==> src/pkg/lsu_defs.svh <==
// Constants of the low-speed USB function control block and its host end
`ifndef LSU_DEFS_SVH
`define LSU_DEFS_SVH

// Device register indices (software port address)
`define LSU_A_STATUS     3'h0
`define LSU_A_MASK       3'h1
`define LSU_A_CTL        3'h2
`define LSU_A_NODE       3'h3
`define LSU_A_EP0        3'h4
`define LSU_EP_NUM       3
`define LSU_EP_LAST      2'h2

// Event status and mask bit positions
`define LSU_ST_IDLE      7
`define LSU_ST_DMA       6
`define LSU_ST_GOOD      5
`define LSU_ST_FAULT     4
`define LSU_ST_OVF       3
`define LSU_ST_WAKE      2
`define LSU_ST_RESET     1
`define LSU_ST_SOF       0
`define LSU_STATUS_RESET 8'h00
`define LSU_MASK_RESET   8'h00

// Link control bits
`define LSU_CTL_RESUME   3
`define LSU_CTL_REGOFF   2
`define LSU_CTL_SLEEP    1
`define LSU_CTL_FORCE_BUS_RESET     0
`define LSU_CTL_RESET    4'h6
`define LSU_NODE_RESET   7'h00

// Endpoint transmit control fields
`define LSU_EP_STAGE     7
`define LSU_EP_TOG       6
`define LSU_EP_HS        4
`define LSU_EP_CNT       0
`define LSU_EP_RESET     8'h00

// Timing
`define LSU_CLK_HZ       40000000
`define LSU_IDLE_US      3000
`define LSU_IDLE_CYCLES  (`LSU_IDLE_US * (`LSU_CLK_HZ / 1000000))

// Host command registers and fields
`define LSU_H_LINE       2'h0
`define LSU_H_TOKEN      2'h1
`define LSU_H_EVENT      2'h2
`define LSU_H_STATUS     2'h3
`define LSU_HL_IDLE      0
`define LSU_HL_SE0       1
`define LSU_HL_RESUME    2
`define LSU_HL_TOGBAD    3
`define LSU_HL_OVERRUN   4
`define LSU_HL_RESET     5'h01
`define LSU_HT_ADDR      0
`define LSU_HT_PID       7
`define LSU_HT_EP        9
`define LSU_HT_NZ        11
`define LSU_HT_ERR       12
`define LSU_HE_KEEP      0
`define LSU_HE_ACK       1
`define LSU_HE_CLEAR     2

`endif

==> src/pkg/lsu_pkg.sv <==
// Types shared by both ends of the low-speed USB function link
`default_nettype none
`include "lsu_defs.svh"
package lsu_pkg;
  typedef enum logic [1:0] {
    PID_OUT   = 2'h0,
    PID_IN    = 2'h2,
    PID_SETUP = 2'h3
  } lsu_pid_e;

  typedef enum logic [1:0] {
    ANS_NONE  = 2'h0,
    ANS_ACK   = 2'h1,
    ANS_NAK   = 2'h2,
    ANS_STALL = 2'h3
  } lsu_ans_e;

  typedef enum logic [1:0] {
    HS_OFF   = 2'h0,
    HS_STALL = 2'h1,
    HS_NAK   = 2'h2,
    HS_VALID = 2'h3
  } lsu_hs_e;

  typedef enum logic {
    TX_IDLE     = 1'b0,
    TX_WAIT_ACK = 1'b1
  } lsu_tx_e;

  typedef struct packed {
    logic [7:0]                   status;
    logic [7:0]                   mask;
    logic [3:0]                   ctl;
    logic [6:0]                   node_id;
    logic [`LSU_EP_NUM-1:0][7:0]  ep;
    lsu_tx_e                      tx_st;
    logic [1:0]                   pend_ep;
    logic                         se0_q;
    logic                         force_bus_reset_q;
    logic                         res_q;
    logic                         idle_armed;
    logic                         ans_valid;
    lsu_ans_e                     ans_code;
    logic                         ans_toggle;
    logic [3:0]                   ans_count;
    logic [7:0]                   rd_data;
    logic                         irq;
    logic                         wake_irq;
  } lsu_dev_s;

  typedef struct packed {
    logic [4:0]  line;
    logic        tok_valid;
    logic [6:0]  tok_addr;
    lsu_pid_e    tok_pid;
    logic [1:0]  tok_ep;
    logic        tok_out_nz;
    logic [3:0]  tok_err;
    logic        keep_alive;
    logic        host_ack;
    lsu_ans_e    last_ans;
    logic        last_toggle;
    logic [3:0]  last_count;
    logic        ans_seen;
    logic        resume_seen;
    logic        refused;
    logic [15:0] rd_data;
  } lsu_host_s;
endpackage : lsu_pkg
`default_nettype wire

==> src/pkg/lsu_link_if.sv <==
// Link between the USB function control block and the host end
`default_nettype none
interface lsu_link_if;
  logic               line_idle;
  logic               line_se0;
  logic               line_resume;
  logic               keep_alive;
  logic               tok_valid;
  lsu_pkg::lsu_pid_e  tok_pid;
  logic [1:0]         tok_ep;
  logic [6:0]         tok_addr;
  logic               tok_out_nz;
  logic [3:0]         tok_err;
  logic               tok_toggle_bad;
  logic               tok_overrun;
  logic               host_ack;
  logic               ans_valid;
  lsu_pkg::lsu_ans_e  ans_code;
  logic               ans_toggle;
  logic [3:0]         ans_count;
  logic               dev_resume;
  logic               dev_reg_off;

  modport dev (
    input  line_idle, line_se0, line_resume, keep_alive, tok_valid, tok_pid, tok_ep,
    input  tok_addr, tok_out_nz, tok_err, tok_toggle_bad, tok_overrun, host_ack,
    output ans_valid, ans_code, ans_toggle, ans_count, dev_resume, dev_reg_off
  );
  modport host (
    output line_idle, line_se0, line_resume, keep_alive, tok_valid, tok_pid, tok_ep,
    output tok_addr, tok_out_nz, tok_err, tok_toggle_bad, tok_overrun, host_ack,
    input  ans_valid, ans_code, ans_toggle, ans_count, dev_resume, dev_reg_off
  );
endinterface : lsu_link_if
`default_nettype wire

==> src/lsu_idle_timer.sv <==
// Bus idle timer: one pulse after more than LIMIT idle cycles
`default_nettype none
`include "lsu_defs.svh"
module lsu_idle_timer #(
  parameter int unsigned LIMIT = `LSU_IDLE_CYCLES
) (
  input  wire logic clock,
  input  wire logic srst,
  input  wire logic enable,
  input  wire logic idle,
  output logic      expired
);
  localparam int unsigned CW = $clog2(LIMIT + 1);

  typedef struct packed {
    logic [CW-1:0] count;
    logic          fired;
    logic          expired;
  } lsu_tmr_s;

  lsu_tmr_s q;
  lsu_tmr_s s;

  // Count idle cycles; fire once per idle stretch
  always_comb begin
    s = q;
    s.expired = 1'b0;
    if (!enable || !idle) begin
      s.count = '0;
      s.fired = 1'b0;
    end else if (q.count != CW'(LIMIT)) begin
      s.count = q.count + 1'b1;
    end else if (!q.fired) begin
      s.fired   = 1'b1;
      s.expired = 1'b1; // LIMIT+1 idle cycles: strictly more than the limit
    end
  end

  // State register
  always_ff @(posedge clock) begin
    if (srst) begin
      q <= '0;
    end else begin
      q <= s;
    end
  end

  assign expired = q.expired;
endmodule : lsu_idle_timer
`default_nettype wire

==> src/lsu_function.sv <==
// Low-speed USB function control: events, link control, address, endpoint transmit control
// Notes on behaviour
// Only hardware sets event flags
// Idle flag after over 3 ms idle
// DMA late sets its flag
// Good-transfer flag only for clean, acknowledged transactions
// Fault flag on timeout, CRC, stuffing, framing
// Overflow when fault or SOF already set
// Wake flag on activity during suspend
// Bus reset: flag, clear address, endpoints
// SOF flag on keep-alive and resume end
// Software clears flags by full-byte store
// Interrupt when flag, mask set, I clear
// Link control resets 06h, upper zero
// Resume bit drives resume signalling
// Power-down bit switches regulator off
// Force sleep; hardware clears on activity
// Force reset holds, event on release
// Seven-bit node address, cleared on reset
// Status stage stalls nonzero OUT data
// Toggle set by SETUP, flips on ACK
// Handshake state: off, stall, nak, valid
// Good IN or SETUP sets NAK
// Software keeps transmit count 0 to 8
// Status write zero clears, one keeps
`default_nettype none
`include "lsu_defs.svh"
module lsu_function #(
  parameter int unsigned IDLE_CYCLES = `LSU_IDLE_CYCLES
) (
  input  wire logic       clock,
  input  wire logic       srst,
  lsu_link_if.dev         lnk,
  input  wire logic [2:0] sw_addr,
  input  wire logic [7:0] sw_wdata,
  input  wire logic       sw_wr,
  input  wire logic       sw_rd,
  output logic      [7:0] sw_rdata,
  input  wire logic       cpu_int_disable,
  input  wire logic       dma_late,
  output logic            irq,
  output logic            wake_irq
);
  lsu_pkg::lsu_dev_s q;
  lsu_pkg::lsu_dev_s s;
  logic              idle_expired;

  // Idle watch runs only while armed
  lsu_idle_timer #(
    .LIMIT (IDLE_CYCLES)
  ) u_idle (
    .clock   (clock),
    .srst    (srst),
    .enable  (q.idle_armed),
    .idle    (lnk.line_idle),
    .expired (idle_expired)
  );

  // Next-state logic for the whole block
  always_comb begin
    logic [7:0]  set;
    logic [7:0]  keep;
    logic        hold_rst;
    logic        res_any;
    logic        res_end;
    logic        accept;
    logic        sleep;
    logic [7:0]  epv;
    logic [2:0]  ridx;
    lsu_pkg::lsu_hs_e hs;
    set      = 8'h00;
    keep     = 8'hff;
    epv      = 8'h00;
    ridx     = 3'h0;
    hs       = lsu_pkg::HS_OFF;
    s        = q;
    s.ans_valid = 1'b0;
    sleep    = q.ctl[`LSU_CTL_SLEEP];
    hold_rst = lnk.line_se0 | q.ctl[`LSU_CTL_FORCE_BUS_RESET];
    res_any  = q.ctl[`LSU_CTL_RESUME] | lnk.line_resume;
    res_end  = q.res_q & ~res_any;
    accept   = lnk.tok_valid & ~hold_rst & (lnk.tok_addr == q.node_id)
             & (lnk.tok_ep <= `LSU_EP_LAST);

    // Bus reset detect; forced reset raises its event on release
    s.se0_q  = lnk.line_se0;
    s.force_bus_reset_q = q.ctl[`LSU_CTL_FORCE_BUS_RESET];
    if ((lnk.line_se0 && !q.se0_q) || (q.force_bus_reset_q && !q.ctl[`LSU_CTL_FORCE_BUS_RESET])) begin
      set[`LSU_ST_RESET] = 1'b1;
    end

    // Resume ends when neither side still drives it
    s.res_q = res_any;
    if (lnk.keep_alive || res_end) begin
      set[`LSU_ST_SOF] = 1'b1;
    end

    // Activity during suspend wakes the interface
    if (sleep && !lnk.line_idle) begin
      set[`LSU_ST_WAKE] = 1'b1;
      s.ctl[`LSU_CTL_SLEEP] = 1'b0;
    end

    // Idle check: off from forced sleep to resume end, re-armed by reset
    if (sleep) begin
      s.idle_armed = 1'b0;
    end else if (set[`LSU_ST_RESET] || res_end) begin
      s.idle_armed = 1'b1;
    end
    if (idle_expired) begin
      set[`LSU_ST_IDLE] = 1'b1;
    end
    if (dma_late) begin
      set[`LSU_ST_DMA] = 1'b1;
    end

    // A new token while awaiting the host ACK means the ACK timed out
    if (q.tx_st == lsu_pkg::TX_WAIT_ACK) begin
      if (lnk.host_ack) begin
        s.ep[q.pend_ep][`LSU_EP_TOG] = ~q.ep[q.pend_ep][`LSU_EP_TOG];
        s.ep[q.pend_ep][`LSU_EP_HS +: 2] = lsu_pkg::HS_NAK;
        set[`LSU_ST_GOOD] = 1'b1;
        s.tx_st = lsu_pkg::TX_IDLE;
      end else if (lnk.tok_valid) begin
        set[`LSU_ST_FAULT] = 1'b1;
        s.tx_st = lsu_pkg::TX_IDLE;
      end
    end

    // Token decode; corrupted packets get no answer
    if (accept) begin
      epv = q.ep[lnk.tok_ep];
      hs  = lsu_pkg::lsu_hs_e'(epv[`LSU_EP_HS +: 2]);
      if (|lnk.tok_err) begin
        set[`LSU_ST_FAULT] = 1'b1;
      end else begin
        case (lnk.tok_pid)
          lsu_pkg::PID_SETUP: begin
            s.ans_valid = 1'b1;
            s.ans_code  = lsu_pkg::ANS_ACK;
            s.ep[lnk.tok_ep][`LSU_EP_TOG] = 1'b1;
            if (!lnk.tok_toggle_bad && !lnk.tok_overrun) begin
              set[`LSU_ST_GOOD] = 1'b1;
              s.ep[lnk.tok_ep][`LSU_EP_HS +: 2] = lsu_pkg::HS_NAK;
            end
          end
          lsu_pkg::PID_OUT: begin
            s.ans_valid = 1'b1;
            if (epv[`LSU_EP_STAGE] && lnk.tok_out_nz) begin
              s.ans_code = lsu_pkg::ANS_STALL;
            end else begin
              s.ans_code = lsu_pkg::ANS_ACK;
              if (!lnk.tok_toggle_bad && !lnk.tok_overrun) begin
                set[`LSU_ST_GOOD] = 1'b1;
              end
            end
          end
          lsu_pkg::PID_IN: begin
            case (hs)
              lsu_pkg::HS_STALL: begin
                s.ans_valid = 1'b1;
                s.ans_code  = lsu_pkg::ANS_STALL;
              end
              lsu_pkg::HS_NAK: begin
                s.ans_valid = 1'b1;
                s.ans_code  = lsu_pkg::ANS_NAK;
              end
              lsu_pkg::HS_VALID: begin
                s.ans_valid  = 1'b1;
                s.ans_code   = lsu_pkg::ANS_NONE;
                s.ans_toggle = epv[`LSU_EP_TOG];
                s.ans_count  = epv[`LSU_EP_CNT +: 4];
                s.tx_st      = lsu_pkg::TX_WAIT_ACK;
                s.pend_ep    = lnk.tok_ep;
              end
              default: begin
                s.ans_valid = 1'b0;
              end
            endcase
          end
          default: begin
            s.ans_valid = 1'b0;
          end
        endcase
      end
    end

    // Overflow: fault or SOF raised again before software cleared it
    if ((set[`LSU_ST_FAULT] && q.status[`LSU_ST_FAULT])
        || (set[`LSU_ST_SOF] && q.status[`LSU_ST_SOF])) begin
      set[`LSU_ST_OVF] = 1'b1;
    end

    // Software writes; a status write can only clear, and a new event wins
    if (sw_wr) begin
      case (sw_addr)
        `LSU_A_STATUS: keep = sw_wdata;
        `LSU_A_MASK:   s.mask = sw_wdata;
        `LSU_A_CTL:    s.ctl = sw_wdata[3:0];
        `LSU_A_NODE:   s.node_id = sw_wdata[6:0];
        default: begin
          if (sw_addr >= `LSU_A_EP0 && sw_addr <= `LSU_A_EP0 + 3'(`LSU_EP_LAST)) begin
            ridx = sw_addr - `LSU_A_EP0;
            s.ep[ridx[1:0]] = sw_wdata;
          end
        end
      endcase
    end
    s.status = (q.status & keep) | set;

    // Reset holds address and endpoints at their reset values
    if (hold_rst) begin
      s.node_id = `LSU_NODE_RESET;
      s.tx_st   = lsu_pkg::TX_IDLE;
      for (int i = 0; i < `LSU_EP_NUM; i++) begin
        s.ep[i] = `LSU_EP_RESET;
      end
    end

    // Read data stands for the cycle after the strobe only
    s.rd_data = 8'h00;
    if (sw_rd) begin
      case (sw_addr)
        `LSU_A_STATUS: s.rd_data = q.status;
        `LSU_A_MASK:   s.rd_data = q.mask;
        `LSU_A_CTL:    s.rd_data = {4'h0, q.ctl};
        `LSU_A_NODE:   s.rd_data = {1'b0, q.node_id};
        default: begin
          if (sw_addr >= `LSU_A_EP0 && sw_addr <= `LSU_A_EP0 + 3'(`LSU_EP_LAST)) begin
            ridx = sw_addr - `LSU_A_EP0;
            s.rd_data = q.ep[ridx[1:0]];
          end
        end
      endcase
    end

    // Wake has its own vector so it can leave halt
    s.irq      = (|(q.status & q.mask & ~(8'h01 << `LSU_ST_WAKE))) & ~cpu_int_disable;
    s.wake_irq = q.status[`LSU_ST_WAKE] & q.mask[`LSU_ST_WAKE] & ~cpu_int_disable;
  end

  // State register with reset values
  always_ff @(posedge clock) begin
    if (srst) begin
      q            <= '0;
      q.status     <= `LSU_STATUS_RESET;
      q.mask       <= `LSU_MASK_RESET;
      q.ctl        <= `LSU_CTL_RESET;
      q.node_id    <= `LSU_NODE_RESET;
      q.tx_st      <= lsu_pkg::TX_IDLE;
      q.ans_code   <= lsu_pkg::ANS_NONE;
    end else begin
      q <= s;
    end
  end

  // Outputs straight from the state register
  assign lnk.ans_valid   = q.ans_valid;
  assign lnk.ans_code    = q.ans_code;
  assign lnk.ans_toggle  = q.ans_toggle;
  assign lnk.ans_count   = q.ans_count;
  assign lnk.dev_resume  = q.ctl[`LSU_CTL_RESUME];
  assign lnk.dev_reg_off = q.ctl[`LSU_CTL_REGOFF];
  assign sw_rdata        = q.rd_data;
  assign irq             = q.irq;
  assign wake_irq        = q.wake_irq;
endmodule : lsu_function
`default_nettype wire

==> src/flat_wrapper.sv <==
// flat-port wrapper written by rule: the top's interface ports become plain ports
module lsu_function_flat 
#(
  parameter int unsigned IDLE_CYCLES = `LSU_IDLE_CYCLES
)
  (clock, srst, sw_addr, sw_wdata, sw_wr, sw_rd, sw_rdata, cpu_int_disable, dma_late, irq, wake_irq, lnk_line_idle, lnk_line_se0, lnk_line_resume, lnk_keep_alive, lnk_tok_valid, lnk_tok_pid, lnk_tok_ep, lnk_tok_addr, lnk_tok_out_nz, lnk_tok_err, lnk_tok_toggle_bad, lnk_tok_overrun, lnk_host_ack, lnk_ans_valid, lnk_ans_code, lnk_ans_toggle, lnk_ans_count, lnk_dev_resume, lnk_dev_reg_off);
  lsu_link_if lnk_i ();
  input  wire logic clock;
  input  wire logic srst;
  input  wire logic [2:0] sw_addr;
  input  wire logic [7:0] sw_wdata;
  input  wire logic sw_wr;
  input  wire logic sw_rd;
  output logic      [7:0] sw_rdata;
  input  wire logic cpu_int_disable;
  input  wire logic dma_late;
  output logic irq;
  output logic wake_irq;
  input wire logic [$bits(lnk_i.line_idle)-1:0] lnk_line_idle;
  input wire logic [$bits(lnk_i.line_se0)-1:0] lnk_line_se0;
  input wire logic [$bits(lnk_i.line_resume)-1:0] lnk_line_resume;
  input wire logic [$bits(lnk_i.keep_alive)-1:0] lnk_keep_alive;
  input wire logic [$bits(lnk_i.tok_valid)-1:0] lnk_tok_valid;
  input wire logic [$bits(lnk_i.tok_pid)-1:0] lnk_tok_pid;
  input wire logic [$bits(lnk_i.tok_ep)-1:0] lnk_tok_ep;
  input wire logic [$bits(lnk_i.tok_addr)-1:0] lnk_tok_addr;
  input wire logic [$bits(lnk_i.tok_out_nz)-1:0] lnk_tok_out_nz;
  input wire logic [$bits(lnk_i.tok_err)-1:0] lnk_tok_err;
  input wire logic [$bits(lnk_i.tok_toggle_bad)-1:0] lnk_tok_toggle_bad;
  input wire logic [$bits(lnk_i.tok_overrun)-1:0] lnk_tok_overrun;
  input wire logic [$bits(lnk_i.host_ack)-1:0] lnk_host_ack;
  output wire logic [$bits(lnk_i.ans_valid)-1:0] lnk_ans_valid;
  output wire logic [$bits(lnk_i.ans_code)-1:0] lnk_ans_code;
  output wire logic [$bits(lnk_i.ans_toggle)-1:0] lnk_ans_toggle;
  output wire logic [$bits(lnk_i.ans_count)-1:0] lnk_ans_count;
  output wire logic [$bits(lnk_i.dev_resume)-1:0] lnk_dev_resume;
  output wire logic [$bits(lnk_i.dev_reg_off)-1:0] lnk_dev_reg_off;
  assign lnk_i.line_idle = lnk_line_idle;
  assign lnk_i.line_se0 = lnk_line_se0;
  assign lnk_i.line_resume = lnk_line_resume;
  assign lnk_i.keep_alive = lnk_keep_alive;
  assign lnk_i.tok_valid = lnk_tok_valid;
  assign lnk_i.tok_pid = lnk_tok_pid;
  assign lnk_i.tok_ep = lnk_tok_ep;
  assign lnk_i.tok_addr = lnk_tok_addr;
  assign lnk_i.tok_out_nz = lnk_tok_out_nz;
  assign lnk_i.tok_err = lnk_tok_err;
  assign lnk_i.tok_toggle_bad = lnk_tok_toggle_bad;
  assign lnk_i.tok_overrun = lnk_tok_overrun;
  assign lnk_i.host_ack = lnk_host_ack;
  assign lnk_ans_valid = lnk_i.ans_valid;
  assign lnk_ans_code = lnk_i.ans_code;
  assign lnk_ans_toggle = lnk_i.ans_toggle;
  assign lnk_ans_count = lnk_i.ans_count;
  assign lnk_dev_resume = lnk_i.dev_resume;
  assign lnk_dev_reg_off = lnk_i.dev_reg_off;
  lsu_function #(.IDLE_CYCLES(IDLE_CYCLES)) u_core (.clock(clock), .srst(srst), .lnk(lnk_i), .sw_addr(sw_addr), .sw_wdata(sw_wdata), .sw_wr(sw_wr), .sw_rd(sw_rd), .sw_rdata(sw_rdata), .cpu_int_disable(cpu_int_disable), .dma_late(dma_late), .irq(irq), .wake_irq(wake_irq));
endmodule
==> config.mk <==
export PLATFORM = sky130hd
export DESIGN_NAME = lsu_function_flat
export DESIGN_NICKNAME = d
export VERILOG_FILES = /design/src/pkg/lsu_pkg.sv /design/src/pkg/lsu_link_if.sv /design/src/lsu_idle_timer.sv /design/src/lsu_function.sv /design/src/flat_wrapper.sv
export VERILOG_INCLUDE_DIRS = /design/src /design/src/pkg
export SDC_FILE = /design/constraint.sdc
export NUM_CORES = 1
export LEC_CHECK = 0
export BUFFER_PORTS_ARGS = -buffer_cell sky130_fd_sc_hd__buf_2
export CAP_MARGIN = 20
export CORE_MARGIN = 2
export CORE_UTILIZATION = 52
export DETAILED_ROUTE_END_ITERATION = 8
export PLACE_DENSITY = 0.77
export SLEW_MARGIN = 40
export SYNTH_ARGS = -nofsm -noshare
export SYNTH_HDL_FRONTEND = slang
export SYNTH_SLANG_ARGS = --single-unit
==> constraint.sdc <==
create_clock -name clock -period 2.3 [get_ports clock]
set_clock_uncertainty 0.15 [all_clocks]
set_input_delay 0.345 -clock clock [delete_from_list [all_inputs] [get_ports clock]]
set_output_delay 0.345 -clock clock [all_outputs]
set_load 0.02 [all_outputs]
==> metrics.md <==
| Metric | Value |
|---|---|
| Asr flop ratio synth | 0% |
| Setup violators final | 0 |
| FF+latch area | 1902 um2 |
| Clock tree buffer depth | 2 |
| CP Class | flop to flop |
| Placed insts | between 600 and 700 |
| Mean Syn Cell Area | 8.824 um2 |
| Synth top area share | roughly two fifths |
| Lkg Pwr | about 0.0022 uW |
| Pins Over Slew Limit | 0 |
| Residual DRC | 0 |
| Stages on worst setup path | 6 |
| Hold depth | 3 |
| Min Tclk post-route | around 2.2 ns |
| GRT Overall Usage | 24.77% |
| Worst slew margin | about 60% |
| Worst-Skew Late Latency | 0.37 ns |
| Nets | 639 |
| CTS tree | built |
| Simple-gate share of the synthesized area | a little under a quarter |
| XOR/XNOR Fraction of Synth Area | 4.444% |
| Min Hold Slack | 0.03659 ns |
| I/O Buffers | 60 |
| Worst EP required | about 2.5 ns |
| Cts repair resizes | 0 |
| Crit path cell chain | xor2_1 > a2111oi_2 > nor4b_4 > buf_4 > and4_1 > o221a_1 |
| GPL Wtd Cong | between 0.9 and 1 |
| Peak supply drop | 462.2 uV |
| Setup_tns | 0 ns |
| Core Region | 8763 um2 |
| Maxcap violations | 0 |
| Post-Synth Adder-Cell Area | 2.381% |
| Sequential fraction of the synthesis area | between 40% and 50% |
| Final hold violation count | 0 |
| Hpwl dp | between 8000 and 9000 um |
| Syn Std Cell Area | ~4700 um2 |
| Unrepaired setup endpoints after global routing | false |
| Main flop type after synthesis | dfxtp_1 |
| Power per cell area | 566.4 nW/um2 |
| Syn nets | 586 |
| Via Count | 4157 |
| Number of H-tree levels | 3 |
| Die width | 99.37 um |
| Post-synthesis cell count | 536 |
| Post-place setup slack | between 0.06 and 0.07 ns |
| Fmax | approximately 460 MHz |
| Synthesis-to-layout area growth | 12.35% |
| DR pass1 iterations | 5 |
| Status | finished clean |
| Synth top cells by count | dfxtp_1 (95), nor2_1 (77), mux2i_1 (48) |
| Via/cell ratio | 5.922 |
| Starting Density | 53.97% |
| FP Rows | 34 |
| Min-Delay Path Class | input port to flop |
| Vert. Die Dim | between 90 and 100 um |
| EDFF count, synth | 0 |
| Final WL | 11720 um |
| Top Family by Delay on Critical Path | simple AND/OR/NAND/NOR gates |
| Routed len/inst | 16.70 um |
| Crit path buffers/inverters | 1 |
| Synth warn | 0 |
| Worst setup slack after layout | between 0.1 and 0.15 ns |
| Multi-input gate area | 2581 um2 |
| CP max stage delay | 0.40 ns |
| Total gr overflow | 0 |
| CP max stage cell | a2111oi_2 |
| Cts bufs inserted | 9 |
| Tot Pwr | roughly 3000 uW |
| Largest family of logic cells by synthesized area | simple AND/OR/NAND/NOR gates |
| Mux contribution to synthesized area | about an eighth |
| Compound-Gate Fraction of Synth Area | between 10% and 20% |
| Layout cell share with drive strength beyond 1 | 19.53% |
| R2R depth | 6 |
| Synth unique cells | 54 |
| Vias in the first global route | 4136 |
| First-pass GRT wire length | 19600 um |
| Arr. time, crit path | approximately 2.3 ns |
| Most common cell in the netlist | dfxtp_1 |
| Worst-path clk slew | 0.09 ns |
| Root buffer selected by CTS | clkbuf_8 |
| Ranking of synthesized cells by area | dfxtp_1 (40%), mux2i_1 (10%), nor2_1 (6.1%), a21oi_1 (3.0%), nand2_1 (2.8%) |
| CP Launch Type | flop |
| Pin count of the biggest net entering global routing | 22 |
| Filler instances | 747 |
| Worst setup EP type | flop |
| Iter 0 DRT Violations | 257 |
| Worst Tran Pin Value | approximately 0.6 ns |
| Antenna violations before repair | 0 |
| Max Fanout on Critical Path | 7 |
| Post-DRT Antenna Nets | 0 |
| Sink Count | 95 |
| Io pins | 61 |
| Non-filler cells, final | ~700 |
| Biggest area consumer among synthesized cells | dfxtp_1 |
| Fin crit share | 94.02% |
| Synth Register Bits | between 90 and 100 |
| Inserted Diodes | 0 |
| Die area | 9874 um2 |
## worst register-to-register path, stage by stage, from the launching register on
cell and delay, ns:
dfxtp_1 0.36, xor2_1 0.19, a2111oi_2 0.40, nor4b_4 0.38
buf_4 0.22, and4_1 0.22, o221a_1 0.18
## power breakdown
part	switching [uW]	internal, uW	leakage [uW]
sequential	18.7	1670	0.000769
combinational	174	115	0.00136
clock	603	431	0.0000861
## placed cells by master, fill, tap and decap left out, types with 10 or more instances in the layout
master     n
buf_2     60
nand2b_1  19
nor2b_1   11
nand4_1   10
nand3_1   10
clkbuf_8  10
nor2_1    77
mux2i_1   48
o21ai_0   21
nor3_1    11
dfxtp_1   95
a21oi_1   28
nand2_1   35
buf_4     21
inv_1     12
xor2_1    15
## worst paths after layout
path,startpoint,to,slack [ns]
max reg2reg,u_core.q[50],u_core.q[38],0.14
min reg2reg,u_core.u_idle.q[1],u_core.u_idle.expired,0.28
max,u_core.q[50],u_core.q[38],0.14
min,lnk_line_resume,u_core.q[19],0.04
## metrics by stage
step                      instance area (um2)  util, %
after floorplan                          4731        -
after global placement                   5116    58.38
after detailed placement                 5121    58.44
after CTS                                5304    60.52
after global routing                     5314    60.64
final                                    5314    60.64
## kinds of logic (layout without fill, tap and decap cells)
| family | count (synthesis) | in the layout |
|---|---|---|
| adder cells (fa/ha/maj) | 9 | 9 |
| flip-flops | 95 | 95 |
| buffers and inverters | 52 | 110 |
| XOR/XNOR | 24 | 24 |
| multiplexers | 58 | 58 |
| AO/OA/AOI/OAI | 88 | 88 |
| AND/OR/NAND/NOR | 210 | 210 |
## registers in the layout, indices dropped and copies added (netlist names)
| register | flops |
|---|---|
| u_core.q | 56 |
| u_core.u_idle.q | 18 |
| u_core.sw_rdata | 8 |
| u_core.lnk.ans_count | 4 |
| u_core.lnk.ans_code | 2 |
| u_core.irq | 1 |
| u_core.lnk.ans_toggle | 1 |
| u_core.lnk.ans_valid | 1 |
| u_core.lnk.dev_reg_off | 1 |
| u_core.lnk.dev_resume | 1 |
| u_core.u_idle.expired | 1 |
| u_core.wake_irq | 1 |
## layout make-up
cell class	count	share of cell area, %
clock buffer	11	2.661
clock inverter	5	0.7770
inverter	12	0.8477
multi-input combinational	389	48.58
sequential	95	35.79
tap	108	2.543
timing repair buffer	82	8.806
## what timing repair did
item	in CTS	in global routing
hold buffers	0	1
endpoints found under the setup margin	0	1
setup buffers	0	0
endpoints found under the hold margin	0	2
## routing by layer
metal,wire length [um],track usage [%]
met2,5636,41.22
met5,0,0
met4,415,11.06
met1,4809,30.68
met3,858,5.692
Power figures use the tool's default switching activity.
